--- config.mk ---
export PLATFORM = sky130hd
export DESIGN_NAME = slm_top
export DESIGN_NICKNAME = d
export VERILOG_FILES = /design/src/verilog/slm_top.v
export VERILOG_INCLUDE_DIRS = /design/src /design/src/verilog
export SDC_FILE = /design/constraint.sdc
export NUM_CORES = 1
export LEC_CHECK = 0
export ABC_AREA = 1
export BUFFER_PORTS_ARGS = -buffer_cell sky130_fd_sc_hd__buf_2
export CAP_MARGIN = 20
export CORE_MARGIN = 3
export CORE_UTILIZATION = 37
export DETAILED_ROUTE_END_ITERATION = 8
export PLACE_DENSITY = 0.62
export SYNTH_ARGS = -nofsm -noshare
export SYNTH_HDL_FRONTEND = slang
export SYNTH_SLANG_ARGS = --single-unit
--- constraint.sdc ---
create_clock -name i_clk -period 4.6 [get_ports i_clk]
set_input_delay 0.23 -clock i_clk [delete_from_list [all_inputs] [get_ports i_clk]]
set_output_delay 0.23 -clock i_clk [all_outputs]
set_load 0.03 [all_outputs]
--- src/verilog/slm_consts.vh ---
// Constants for the status LED and chain link monitor
`ifndef SLM_CONSTS_VH
`define SLM_CONSTS_VH

// Clock and time base
`define SLM_CLK_PERIOD_NS   10
`define SLM_NS_PER_MS       1000000
`define SLM_CYC_PER_MS      (`SLM_NS_PER_MS / `SLM_CLK_PERIOD_NS)
`define SLM_PRE_W           17
`define SLM_MS_W            10
`define SLM_MS_PER_SEC      10'h3e8
`define SLM_MS_HALF_SEC     10'h1f4

// LED pattern timing in milliseconds
`define SLM_FLASH_MS        10'h064
`define SLM_BLINK_MS        10'h320
`define SLM_TEST_MS         10'h1f4

// LED colour codes {red, green, blue}
`define SLM_LED_OFF         3'h0
`define SLM_LED_RED         3'h4
`define SLM_LED_GREEN       3'h2
`define SLM_LED_BLUE        3'h1

// Chain modes
`define SLM_MODE_SOLO       2'h0
`define SLM_MODE_MASTER     2'h1
`define SLM_MODE_MIDDLE     2'h2
`define SLM_MODE_END        2'h3

// Link framing: start bit, 8 data bits LSB first, odd parity, stop bit
`define SLM_FRAME_BITS      4'ha
`define SLM_LAST_BIT        4'h9
`define SLM_LINK_PERIOD_NS  125
`define SLM_TX_HALF_CYC     (`SLM_LINK_PERIOD_NS / (2 * `SLM_CLK_PERIOD_NS))
`define SLM_DIV_W           3

// Receive synchronisation
`define SLM_SYNC_FRAMES     4
`define SLM_GOOD_W          3
`define SLM_RX_TIMEOUT_NS   20000
`define SLM_RX_TIMEOUT_CYC  (`SLM_RX_TIMEOUT_NS / `SLM_CLK_PERIOD_NS)
`define SLM_TMO_W           16

`endif

--- src/verilog/slm_top.v ---
// Status LEDs and chain link monitor for a real-time clock board
`timescale 1ns/1ps
`include "slm_consts.vh"
//
// Behaviour
// Reference clock failure: output LED solid red
// Clock stopped, cable unsynced: red 2/sec flash
// Running, no cable, no GPS: green 1/sec flash
// Running, cable synced, no GPS: green blink
// Running, cable unsynced: red/green alternate 2/sec
// Running, no cable, GPS valid: blue flash
// GPS with cable: blue blink or red/blue
// Input LED: red flash unsynced, green synced
// IRIG valid: blue flash, blink or red/blue
// Reset dim red, then red/green test
// Link frames carry parity and framing bits
// Raise event on any link error or change
// Connected status follows optical module presence only
// Unsynced when far end stops answering
// Flag parity or framing errors, force resync
// Input link upstream, output link downstream
// Link activity follows master, middle or end mode
// Link carries payload bytes between neighbours
// External reference selected whenever present
// Flash short pulse, blink long on-period
// Clock failure first, then GPS over others; the code puts a stopped clock ahead of GPS

module slm_top #(
    parameter CYC_PER_MS  = `SLM_CYC_PER_MS,
    parameter SYNC_FRAMES = `SLM_SYNC_FRAMES,
    parameter RX_TMO_CYC  = `SLM_RX_TIMEOUT_CYC
) (
    input  wire        i_clk,
    input  wire        i_rst,
    input  wire        i_ce,
    input  wire        i_ref_fail,
    input  wire        i_posix_run,
    input  wire        i_cable_opt,
    input  wire        i_gps_pps_ok,
    input  wire        i_irig_ok,
    input  wire        i_ext_ref_present,
    input  wire [1:0]  i_chain_mode,
    input  wire [1:0]  i_module_present,
    input  wire [1:0]  i_link_rx_clk,
    input  wire [1:0]  i_link_rx_data,
    input  wire [7:0]  i_in_tx_byte,
    input  wire [7:0]  i_out_tx_byte,
    output reg  [1:0]  o_link_tx_clk,
    output reg  [1:0]  o_link_tx_data,
    output reg  [1:0]  o_tx_taken,
    output reg  [7:0]  o_in_rx_byte,
    output reg  [7:0]  o_out_rx_byte,
    output reg  [1:0]  o_rx_valid,
    output reg  [1:0]  o_link_active,
    output reg  [1:0]  o_link_connected,
    output reg  [1:0]  o_link_synced,
    output reg  [1:0]  o_link_error,
    output reg  [1:0]  o_link_event,
    output reg         o_ref_sel_ext,
    output reg  [2:0]  o_out_led_rgb,
    output reg  [2:0]  o_in_led_rgb,
    output reg         o_led_dim
);

    localparam [2:0] ST_TEST_RED = 3'b001;
    localparam [2:0] ST_TEST_GRN = 3'b010;
    localparam [2:0] ST_RUN      = 3'b100;

    localparam integer           DIV_HALF  = `SLM_TX_HALF_CYC;
    localparam [`SLM_PRE_W-1:0]  PRE_LAST  = CYC_PER_MS[`SLM_PRE_W-1:0] - 1'b1;
    localparam [`SLM_GOOD_W-1:0] GOOD_LAST = SYNC_FRAMES[`SLM_GOOD_W-1:0] - 1'b1;
    localparam [`SLM_TMO_W-1:0]  TMO_LAST  = RX_TMO_CYC[`SLM_TMO_W-1:0] - 1'b1;
    localparam [`SLM_DIV_W-1:0]  DIV_LAST  = DIV_HALF[`SLM_DIV_W-1:0] - 1'b1;

    // Odd parity bit for a payload byte
    function par_odd;
        input [7:0] b;
        begin
            par_odd = ~(^b);
        end
    endfunction

    //////////////////////////////////////////////////////////////////////////
    // Input synchronisers

    wire [9:0] lvl_raw = {i_ref_fail, i_posix_run, i_cable_opt, i_gps_pps_ok, i_irig_ok,
                          i_ext_ref_present, i_chain_mode, i_module_present};
    wire [3:0] pin_raw = {i_link_rx_clk, i_link_rx_data};

    reg  [9:0] lvl_m_q;
    reg  [9:0] lvl_q;
    reg  [3:0] pin_m_q;
    reg  [3:0] pin_q;
    reg  [1:0] rxclk_prev_q;

    always @(posedge i_clk) begin
        if (i_rst) begin
            lvl_m_q      <= 10'h000;
            lvl_q        <= 10'h000;
            pin_m_q      <= 4'h0;
            pin_q        <= 4'h0;
            rxclk_prev_q <= 2'h0;
        end else if (i_ce) begin
            lvl_m_q      <= lvl_raw;
            lvl_q        <= lvl_m_q;
            pin_m_q      <= pin_raw;
            pin_q        <= pin_m_q;
            rxclk_prev_q <= pin_q[3:2];
        end
    end

    wire       ref_fail  = lvl_q[9];
    wire       posix_run = lvl_q[8];
    wire       cable_opt = lvl_q[7];
    wire       gps_ok    = lvl_q[6];
    wire       irig_ok   = lvl_q[5];
    wire       ext_ref   = lvl_q[4];
    wire [1:0] mode      = lvl_q[3:2];
    wire [1:0] present   = lvl_q[1:0];
    wire [1:0] rx_clk    = pin_q[3:2];
    wire [1:0] rx_data   = pin_q[1:0];
    wire [1:0] rx_rise   = rx_clk & ~rxclk_prev_q;

    // Index 0 faces upstream toward the master, index 1 downstream
    wire act_in  = (mode == `SLM_MODE_MIDDLE) || (mode == `SLM_MODE_END);     // see R16
    wire act_out = (mode == `SLM_MODE_MASTER) || (mode == `SLM_MODE_MIDDLE);  // see R16
    wire [1:0] active = {act_out, act_in};
    wire [7:0] tx_byte [0:1];
    assign tx_byte[0] = i_in_tx_byte;
    assign tx_byte[1] = i_out_tx_byte;

    //////////////////////////////////////////////////////////////////////////
    // Shared transmit bit clock

    reg [`SLM_DIV_W-1:0] div_q;
    reg                  txclk_q;

    always @(posedge i_clk) begin
        if (i_rst) begin
            div_q   <= {`SLM_DIV_W{1'b0}};
            txclk_q <= 1'b0;
        end else if (i_ce) begin
            if (div_q == DIV_LAST) begin
                div_q   <= {`SLM_DIV_W{1'b0}};
                txclk_q <= ~txclk_q;
            end else begin
                div_q <= div_q + 1'b1;
            end
        end
    end

    // Data changes on the falling edge so the far end samples mid-bit
    wire tx_fall = i_ce && (div_q == DIV_LAST) && txclk_q;

    //////////////////////////////////////////////////////////////////////////
    // Per-link transmitter, receiver and status

    wire [7:0] rx_byte_w [0:1];
    wire [1:0] rx_valid_w;
    wire [1:0] synced_w;
    wire [1:0] err_w;
    wire [1:0] event_w;
    wire [1:0] taken_w;
    wire [1:0] txd_w;

    genvar g;
    generate
        for (g = 0; g < 2; g = g + 1) begin : g_link
            wire       run = active[g] & present[g];
            reg  [8:0] tx_sh_q;
            reg  [3:0] tx_cnt_q;
            reg        txd_q;
            reg        taken_q;
            reg        busy_q;
            reg  [3:0] rx_cnt_q;
            reg  [9:0] rx_sh_q;
            reg  [`SLM_GOOD_W-1:0] good_q;
            reg  [`SLM_TMO_W-1:0]  tmo_q;
            reg        sync_q;
            reg        err_q;
            reg  [7:0] byte_q;
            reg        bval_q;
            reg        conn_prev_q;
            reg        sync_prev_q;
            reg        evt_q;
            wire [9:0] nsh = {rx_data[g], rx_sh_q[9:1]};
            wire       frame_ok = (^nsh[8:0]) && !nsh[9];                   // see R11

            // Continuous frames: start 1, data LSB first, odd parity, stop 0
            always @(posedge i_clk) begin
                if (i_rst || !run) begin
                    tx_sh_q  <= 9'h000;
                    tx_cnt_q <= 4'h0;
                    txd_q    <= 1'b0;
                    taken_q  <= 1'b0;
                end else if (i_ce) begin
                    taken_q <= 1'b0;
                    if (tx_fall) begin
                        if (tx_cnt_q == 4'h0) begin
                            txd_q    <= 1'b1;
                            tx_sh_q  <= {par_odd(tx_byte[g]), tx_byte[g]};        // see R11
                            tx_cnt_q <= `SLM_FRAME_BITS;
                            taken_q  <= 1'b1;
                        end else begin
                            txd_q    <= tx_sh_q[0];
                            tx_sh_q  <= {1'b0, tx_sh_q[8:1]};
                            tx_cnt_q <= tx_cnt_q - 1'b1;
                        end
                    end
                end
            end

            // Receiver checks every frame and tracks synchronisation
            always @(posedge i_clk) begin
                if (i_rst || !run) begin
                    busy_q   <= 1'b0;
                    rx_cnt_q <= 4'h0;
                    rx_sh_q  <= 10'h000;
                    good_q   <= {`SLM_GOOD_W{1'b0}};
                    tmo_q    <= {`SLM_TMO_W{1'b0}};
                    sync_q   <= 1'b0;
                    err_q    <= 1'b0;
                    byte_q   <= 8'h00;
                    bval_q   <= 1'b0;
                end else if (i_ce) begin
                    err_q  <= 1'b0;
                    bval_q <= 1'b0;
                    if (tmo_q == TMO_LAST) begin
                        sync_q <= 1'b0;
                        good_q <= {`SLM_GOOD_W{1'b0}};
                        tmo_q  <= {`SLM_TMO_W{1'b0}};
                    end else begin
                        tmo_q <= tmo_q + 1'b1;
                    end
                    if (rx_rise[g]) begin
                        if (!busy_q) begin
                            busy_q   <= rx_data[g];
                            rx_cnt_q <= 4'h0;
                        end else begin
                            rx_sh_q  <= nsh;
                            rx_cnt_q <= rx_cnt_q + 1'b1;
                            if (rx_cnt_q == `SLM_LAST_BIT) begin
                                busy_q <= 1'b0;
                                if (frame_ok) begin
                                    tmo_q  <= {`SLM_TMO_W{1'b0}};
                                    byte_q <= nsh[7:0];
                                    bval_q <= sync_q;
                                    if (good_q == GOOD_LAST) begin
                                        sync_q <= 1'b1;
                                    end else begin
                                        good_q <= good_q + 1'b1;
                                    end
                                end else begin
                                    err_q  <= 1'b1;
                                    good_q <= {`SLM_GOOD_W{1'b0}};
                                    sync_q <= 1'b0;
                                end
                            end
                        end
                    end
                end
            end

            // Event on error or any change of connection or sync state
            always @(posedge i_clk) begin
                if (i_rst) begin
                    conn_prev_q <= 1'b0;
                    sync_prev_q <= 1'b0;
                    evt_q       <= 1'b0;
                end else if (i_ce) begin
                    conn_prev_q <= present[g];
                    sync_prev_q <= sync_q;
                    evt_q       <= err_q || (present[g] != conn_prev_q)
                                   || (sync_q != sync_prev_q);
                end
            end

            assign rx_byte_w[g] = byte_q;
            assign rx_valid_w[g] = bval_q;
            assign synced_w[g]  = sync_q;
            assign err_w[g]     = err_q;
            assign event_w[g]   = evt_q;
            assign taken_w[g]   = taken_q;
            assign txd_w[g]     = txd_q;
        end
    endgenerate

    //////////////////////////////////////////////////////////////////////////
    // Millisecond time base and LED patterns

    reg [`SLM_PRE_W-1:0] pre_q;
    reg [`SLM_MS_W-1:0]  ms_q;
    reg [`SLM_MS_W-1:0]  tst_q;
    reg [2:0]            st_q;
    wire ms_tick = (pre_q == PRE_LAST);

    wire [`SLM_MS_W-1:0] hs = (ms_q >= `SLM_MS_HALF_SEC) ? (ms_q - `SLM_MS_HALF_SEC) : ms_q;
    wire flash1 = ms_q < `SLM_FLASH_MS;
    wire blink1 = ms_q < `SLM_BLINK_MS;
    wire flash2 = hs < `SLM_FLASH_MS;
    wire alt_b  = (ms_q >= `SLM_MS_HALF_SEC) && flash2;

    wire cable_sync = (act_in || act_out) && (!act_in || synced_w[0])
                      && (!act_out || synced_w[1]);
    wire in_sync = synced_w[0];

    reg [2:0] out_rgb;
    reg [2:0] in_rgb;

    always @* begin
        out_rgb = `SLM_LED_OFF;
        if (ref_fail) begin
            out_rgb = `SLM_LED_RED;                                         // see R1
        end else if (!posix_run) begin
            if (cable_opt && !cable_sync && flash2) begin
                out_rgb = `SLM_LED_RED;
            end
        end else if (gps_ok) begin
            if (!cable_opt) begin
                out_rgb = flash1 ? `SLM_LED_BLUE : `SLM_LED_OFF;
            end else if (cable_sync) begin
                out_rgb = blink1 ? `SLM_LED_BLUE : `SLM_LED_OFF;
            end else if (flash1) begin
                out_rgb = `SLM_LED_RED;
            end else if (alt_b) begin
                out_rgb = `SLM_LED_BLUE;
            end
        end else begin
            if (!cable_opt) begin
                out_rgb = flash1 ? `SLM_LED_GREEN : `SLM_LED_OFF;
            end else if (cable_sync) begin
                out_rgb = blink1 ? `SLM_LED_GREEN : `SLM_LED_OFF;
            end else if (flash1) begin
                out_rgb = `SLM_LED_RED;
            end else if (alt_b) begin
                out_rgb = `SLM_LED_GREEN;
            end
        end
    end

    always @* begin
        in_rgb = `SLM_LED_OFF;
        if (irig_ok) begin
            if (!cable_opt) begin
                in_rgb = flash1 ? `SLM_LED_BLUE : `SLM_LED_OFF;
            end else if (in_sync) begin
                in_rgb = blink1 ? `SLM_LED_BLUE : `SLM_LED_OFF;
            end else if (flash1) begin
                in_rgb = `SLM_LED_RED;
            end else if (alt_b) begin
                in_rgb = `SLM_LED_BLUE;
            end
        end else if (cable_opt) begin
            if (in_sync) begin
                in_rgb = `SLM_LED_GREEN;
            end else if (flash2) begin
                in_rgb = `SLM_LED_RED;
            end
        end
    end

    //////////////////////////////////////////////////////////////////////////
    // Reset indication, lamp test, then normal display

    always @(posedge i_clk) begin
        if (i_rst) begin
            pre_q         <= {`SLM_PRE_W{1'b0}};
            ms_q          <= {`SLM_MS_W{1'b0}};
            tst_q         <= {`SLM_MS_W{1'b0}};
            st_q          <= ST_TEST_RED;
            o_out_led_rgb <= `SLM_LED_RED;
            o_in_led_rgb  <= `SLM_LED_RED;
            o_led_dim     <= 1'b1;
        end else if (i_ce) begin
            o_led_dim <= 1'b0;
            pre_q     <= ms_tick ? {`SLM_PRE_W{1'b0}} : pre_q + 1'b1;
            if (ms_tick) begin
                ms_q <= (ms_q == `SLM_MS_PER_SEC - 1'b1) ? {`SLM_MS_W{1'b0}} : ms_q + 1'b1;
            end
            case (st_q)
                ST_TEST_RED: begin
                    o_out_led_rgb <= `SLM_LED_RED;
                    o_in_led_rgb  <= `SLM_LED_RED;
                    if (ms_tick) begin
                        tst_q <= tst_q + 1'b1;
                    end
                    if (tst_q == `SLM_TEST_MS) begin
                        tst_q <= {`SLM_MS_W{1'b0}};
                        st_q  <= ST_TEST_GRN;
                    end
                end
                ST_TEST_GRN: begin
                    o_out_led_rgb <= `SLM_LED_GREEN;
                    o_in_led_rgb  <= `SLM_LED_GREEN;
                    if (ms_tick) begin
                        tst_q <= tst_q + 1'b1;
                    end
                    if (tst_q == `SLM_TEST_MS) begin
                        tst_q <= {`SLM_MS_W{1'b0}};
                        ms_q  <= {`SLM_MS_W{1'b0}};
                        st_q  <= ST_RUN;
                    end
                end
                ST_RUN: begin
                    o_out_led_rgb <= out_rgb;
                    o_in_led_rgb  <= in_rgb;
                end
                default: begin
                    st_q <= ST_TEST_RED;
                end
            endcase
        end
    end

    //////////////////////////////////////////////////////////////////////////
    // Registered status and link outputs

    always @(posedge i_clk) begin
        if (i_rst) begin
            o_link_tx_clk    <= 2'h0;
            o_link_tx_data   <= 2'h0;
            o_tx_taken       <= 2'h0;
            o_in_rx_byte     <= 8'h00;
            o_out_rx_byte    <= 8'h00;
            o_rx_valid       <= 2'h0;
            o_link_active    <= 2'h0;
            o_link_connected <= 2'h0;
            o_link_synced    <= 2'h0;
            o_link_error     <= 2'h0;
            o_link_event     <= 2'h0;
            o_ref_sel_ext    <= 1'b0;
        end else if (i_ce) begin
            o_link_tx_clk    <= {2{txclk_q}} & active & present;
            o_link_tx_data   <= txd_w;
            o_tx_taken       <= taken_w;
            o_in_rx_byte     <= rx_byte_w[0];
            o_out_rx_byte    <= rx_byte_w[1];
            o_rx_valid       <= rx_valid_w;
            o_link_active    <= active;
            o_link_connected <= present;
            o_link_synced    <= synced_w;
            o_link_error     <= err_w;
            o_link_event     <= event_w;
            o_ref_sel_ext    <= ext_ref;
        end
    end

endmodule // slm_top

# Yosys cells after proc, flatten, opt, wreduce, memory -nomap -nowiden
# Index checks and enable logic that the tools add are counted.
[word_totals]
word_cells = 256
out_inout_bits = 42
ff_bits = 242
[classes]
n_reduce_logical = 47
eq_ne = 22
n_mux = 102
n_lt_le_gt_ge = 4
n_addsub = 13
bitwise_logic = 10
[ops]
columns = ["operator", "n"]
rows = [
  ["16-bit two-way mux", 10],
  ["3-bit two-way mux", 31],
  ["10-bit two-way mux", 7],
  ["1-bit two-way mux", 41],
  ["16-bit by 1-bit adder with 16-bit output, second input constant", 2],
  ["16-bit by 11-bit equality test with 1-bit output, second input constant", 2],
  ["3-bit one-hot mux with 3 select lines", 3],
  ["10-bit by 1-bit adder with 10-bit output, second input constant", 2],
  ["10-bit by 7-bit < comparator with 1-bit output, second input constant", 2],
  ["9-bit two-way mux", 2],
  ["9-bit parity", 2],
  ["17-bit by 1-bit adder with 17-bit output, second input constant", 1],
  ["17-bit equality test, second input constant", 1],
  ["17-bit two-way mux", 1],
  ["4-bit two-way mux", 4],
  ["8-bit parity", 2],
  ["1-bit logical OR", 11],
  ["10-bit equality test, second input constant", 1],
  ["10-bit by 9-bit equality test with 1-bit output, second input constant", 1],
  ["10-bit by 9-bit greater-or-equal comparator with 1-bit output, second input constant", 1],
  ["10-bit < comparator, second input constant", 1],
  ["2-bit AND reduction", 5],
  ["5-bit AND reduction", 2],
  ["10-bit by 9-bit subtractor with 10-bit output, second input constant", 1],
  ["24 further kinds", 62],
]

# Depth between registers and ports, before layout
[depth]
word_depth = 13
ltp_mapped = 17

# Worst setup path before layout
# Ideal clock, no wire load.
[synth_timing]
path_kind = "register to register"
start = "register g_link[0].tmo_q[0]"
end = "register g_link[0].tmo_q[11]"
setup_slack_ps = 2758
setup_time_ps = 132
synth_period_minus_slack_ps = 1842
required_time_ps = 4468
t_arrival_ps = 1710
path_stages_with_launch = 10
path_buffers = 1
path_cell_list = "dfxtp_1 ha_1 nand2_1 nor2_2 inv_1 nor4b_1 nor2_1 clkbuf_1 nand3b_1 a21oi_1"
[synth_between]
elab_chain_cells = 6
word_cells_on_any_way = 7
cone_classes = "1 x add/sub; 1 x eq/ne; 5 x mux"
[synth_lines]
columns = ["item", "line_no", "text"]
rows = [
  ["start, declared", "slm_top.v:178", "reg [`SLM_TMO_W-1:0] tmo_q;"],
  ["start signal, assigned", "slm_top.v:220", "tmo_q <= {`SLM_TMO_W{1'b0}};"],
  ["start signal, assigned", "slm_top.v:231", "tmo_q <= {`SLM_TMO_W{1'b0}};"],
  ["start signal, assigned", "slm_top.v:233", "tmo_q <= tmo_q + 1'b1;"],
  ["16-bit by 1-bit adder with 16-bit output / 16-bit by 11-bit equality test with 1-bit output (equally long branches)", "slm_top.v:233, slm_top.v:228", ""],
  ["16-bit two-way mux (*)", "slm_top.v:228", "if (tmo_q == TMO_LAST) begin"],
  ["16-bit two-way mux", "slm_top.v:244", "if (frame_ok) begin"],
  ["16-bit two-way mux", "slm_top.v:242", "if (rx_cnt_q == `SLM_LAST_BIT) begin"],
  ["16-bit two-way mux", "slm_top.v:236", "if (!busy_q) begin"],
  ["16-bit two-way mux (*)", "slm_top.v:235", "if (rx_rise[g]) begin"],
]
# Every way passes the cells marked *; elsewhere a longest branch is shown, timed or not.
# A chain may end at the register's enable or synchronous reset.

# Worst setup path after layout
[layout_timing]
start = "register pin_q[3]"
end = "register g_link[1].byte_q[0]"
[layout_between]
elab_chain_cells = 2
[layout_lines]
columns = ["item", "line_no", "text"]
rows = [
  ["start, declared", "slm_top.v:93", "reg [3:0] pin_q;"],
  ["start signal, assigned", "slm_top.v:107", "pin_q <= pin_m_q;"],
  ["2-bit AND", "slm_top.v:122", "wire [1:0] rx_rise = rx_clk & ~rxclk_prev_q;"],
  ["5-bit AND reduction (no source line)", "-", ""],
  ["end signal, assigned", "slm_top.v:246", "byte_q <= nsh[7:0];"],
  ["end, declared", "slm_top.v:181", "reg [7:0] byte_q;"],
]
# Every way passes these cells.

==> key figures <==
CTS
  • Clock Tree Root: clkbuf_16
  • CTS max path bufs: 3
  • Post-CTS Resized: 0
  • CTS tree: built
  • CTS H-Tree Depth: 1
  • Post-CTS Hold Buffers: 30
  • Worst skew pair latency: 0.54 ns
  • CTS Sinks: 236
  • Reg clk slew, reported paths: 0.06 ns
  • Cts bufs inserted: 27
  • Post-CTS setup buffers: 0

Worst setup path
  • Setup CP Type: reg -> reg
  • CP Data Required Time: 5.07 ns
  • Arr. time, crit path: 3.16 ns
  • Crit-path max FO: 12
  • Crit. End Element: register
  • Startpoint class of the critical path: register

Floorplanning
  • IO Count: 75
  • Starting density of the core: 38.0%
  • Die H: 179 um
  • Core Rows: 62
  • Die width: 179 um
  • Die area: 31900 um2
  • Core footprint: 29100 um2

Timing
  • F_max: 0.372 GHz
  • Hold slack: 0.261 ns
  • Rel. slew slack: 39.8%
  • Worst Skew: 0.0193 ns
  • Actual slew at the worst max-slew pin: 0.900 ns
  • RSZ-0062 raised after global routing: false
  • Fin crit share: 58.4%
  • Number of setup violations in the final report: 0
  • Worst setup margin: 1.91 ns
  • Final slew viol count: 0
  • Fin. Hold Viols: 0
  • Crit path time final: 2.69 ns
  • Setup TNS: 0 ns

Yosys
  • Post-synthesis instance total: 1525
  • Async set-or-reset flop fraction in the synthesized netlist: 0%
  • Post-synth top cells: 273 x nand2_1, 236 x dfxtp_1, 211 x nor2_1
  • Syn Area/Cell: 7.24 um2
  • EDFF count, synth: 0
  • Synth Net Count: 1578
  • Post-synthesis cell type count: 51
  • Post-synth top area share: 42.8%
  • Synth top area cells: dfxtp_1 43%, nand2_1 9.3%, nor2_1 7.2%
  • Count leader, synth: nand2_1
  • Synthesized area: 11000 um2
  • FF+latch count, synth: 236
  • Primary FF master, synth: dfxtp_1
  • Seq/Total Area, Yosys: 42.8%
  • Leading area contributor after synthesis: dfxtp_1
  • Synth warn: 0

Routing
  • Initial DRC Count: 897
  • Drt drc: 0
  • Post-DRT Antenna Nets: 0
  • WL/cell: 13.3 um
  • Drt total wl: 26700 um
  • DRT Pass-1 Iters: 5
  • DR vias/cell: 5.00
  • Vias post-DR: 10.0k

Hold path
  • Hold Path Class: in -> reg

Global routing
  • First-pass GRT wire length: 45800 um
  • Largest net degree at the start of global routing: 62
  • Number of global-route vias before repair: 9580
  • Grt ovf: 0
  • Gr usage total: 16.8%
  • Initial antenna violation count: 0

Placement
  • PortBufs: 74
  • Post-DP HPWL: 17700 um
  • GPL Wtd Cong: 0.858
  • Setup WS pre-CTS: 1.48 ns

Cells and area
  • Layout cells sized above 1: 9.69%
  • Layout Utilization: 44.3%
  • Layout area overhead: 16.6%
  • Nets@finish: 1656
  • Antenna Cells: 0

Pwr
  • Sequential group share of total power: 46.9%
  • P_sw: 0.00104 W
  • Clock share of power: 46.9%
  • Comb pwr share: 6.2%
  • Worst VDD drop: 0.000266 V
  • Switching Share: 23.1%
  • PwrDens: 350 nW/um2
  • Pint: 0.00346 W
  • Leak Pwr: 4.75 nW

Flow run
  • Max Cap Viol: 0

Outcome
  • Run status: finished clean
-- sequential cells by signal, summed over array words and instances, names as in the netlist, 10 cells and up --
register and cells:
tst_q 10, pre_q 17, g_link.byte_q 16, g_link.tmo_q 32, lvl_q 10, g_link.tx_sh_q 18, ms_q 10, g_link.rx_sh_q 18
lvl_m_q 10
-- power groups by stage --
stage                     Clock [W]  Combinational, W  Sequential (W)
after floorplan                   0          0.000146         0.00218
after global placement            0          0.000256         0.00216
after detailed placement          0          0.000258         0.00216
after CTS                   0.00218          0.000279         0.00211
after global routing        0.00226          0.000312         0.00212
final                       0.00211          0.000278         0.00211
-- metal layers --
metal  routed length [um]  share of wire, %  up-vias  track usage, %
met5                    0                 0        -               0
li1                     -                 -     5205               -
met4                  543               2.0        0            3.96
met2                12100                45      189            27.6
met3                 1150               4.3       38            2.71
met1                12900                48     4598            23.1
-- layout make-up --
class	count	area, um2
fill	2995	16200
multi-input combinational	1084	5510
sequential	236	4720
clock buffer	38	777
timing repair buffer	113	738
inverter	141	546
tap	384	480
clock inverter	9	98.8
-- cell families after synthesis --
group / synth area share (%)
buffers and inverters: 7.35
flip-flops: 42.8
AND/OR/NAND/NOR: 27.3
AO/OA/AOI/OAI: 14.7
XOR/XNOR: 5.61
adder cells (fa/ha/maj): 2.27
-- through the flow --
stage               power, W  cell area, um2  cells
floorplan            0.00233           11000   1525
global placement     0.00241           11700   1927
detailed placement   0.00242           11700   1927
CTS                  0.00457           12900   2004
global route         0.00469           12900   2005
finish               0.00450           12900   2005
-- placed cells by master (no fill, tap or decap), types with 2 or more instances in the layout --
master,synthesis,final
a211oi_1,5,5
a21oi_1,137,137
a221oi_1,2,2
a22oi_1,2,2
a31oi_1,23,23
and3_1,3,3
buf_2,5,74
buf_4,4,9
bufinv_16,0,2
clkbuf_1,50,5
clkbuf_16,0,27
clkbuf_8,0,6
clkinv_1,2,2
clkinv_2,0,6
dfxtp_1,236,236
dlygate4sd3_1,0,30
ha_1,20,20
inv_1,124,123
inv_2,14,14
nand2_1,273,273
nand3_1,93,93
nand3b_1,18,18
nand4_1,25,25
nand4_2,2,2
nor2_1,211,211
nor2_2,2,2
nor2_4,3,3
nor3_1,35,33
nor3_2,0,2
nor3b_1,3,3
nor4_1,15,15
o21a_1,2,2
o21ai_0,108,108
o21ai_1,13,13
o21bai_1,2,2
o22ai_1,4,4
xnor2_1,29,29
xor2_1,38,38
-- worst paths after layout --
path	start	end	slack, ns	cells past startpoint
max	pin_q[3]$_SDFFE_PP0P_	g_link[1].byte_q[0]$_SDFFE_PP0P_	1.91	12
min	i_ce	o_link_tx_clk[1]$_SDFFE_PP0P_	0.26	3
min reg2reg	g_link[1].good_q[2]$_SDFFE_PP0P_	g_link[1].good_q[2]$_SDFFE_PP0P_	0.44	2
max reg2reg	pin_q[3]$_SDFFE_PP0P_	g_link[1].byte_q[0]$_SDFFE_PP0P_	1.91	12
-- critical path, cell delays in order (launching register included) --
cell	delay (ns)
dfxtp_1	0.30
inv_1	0.05
nor2_1	0.12
inv_1	0.07
nor2_1	0.16
inv_1	0.12
nor2_1	0.54
inv_1	0.36
nor2_1	0.31
nand3_2	0.23
inv_2	0.19
nor2_1	0.05
nor2_1	0.11
No activity file was read; power rests on OpenSTA's default activity.
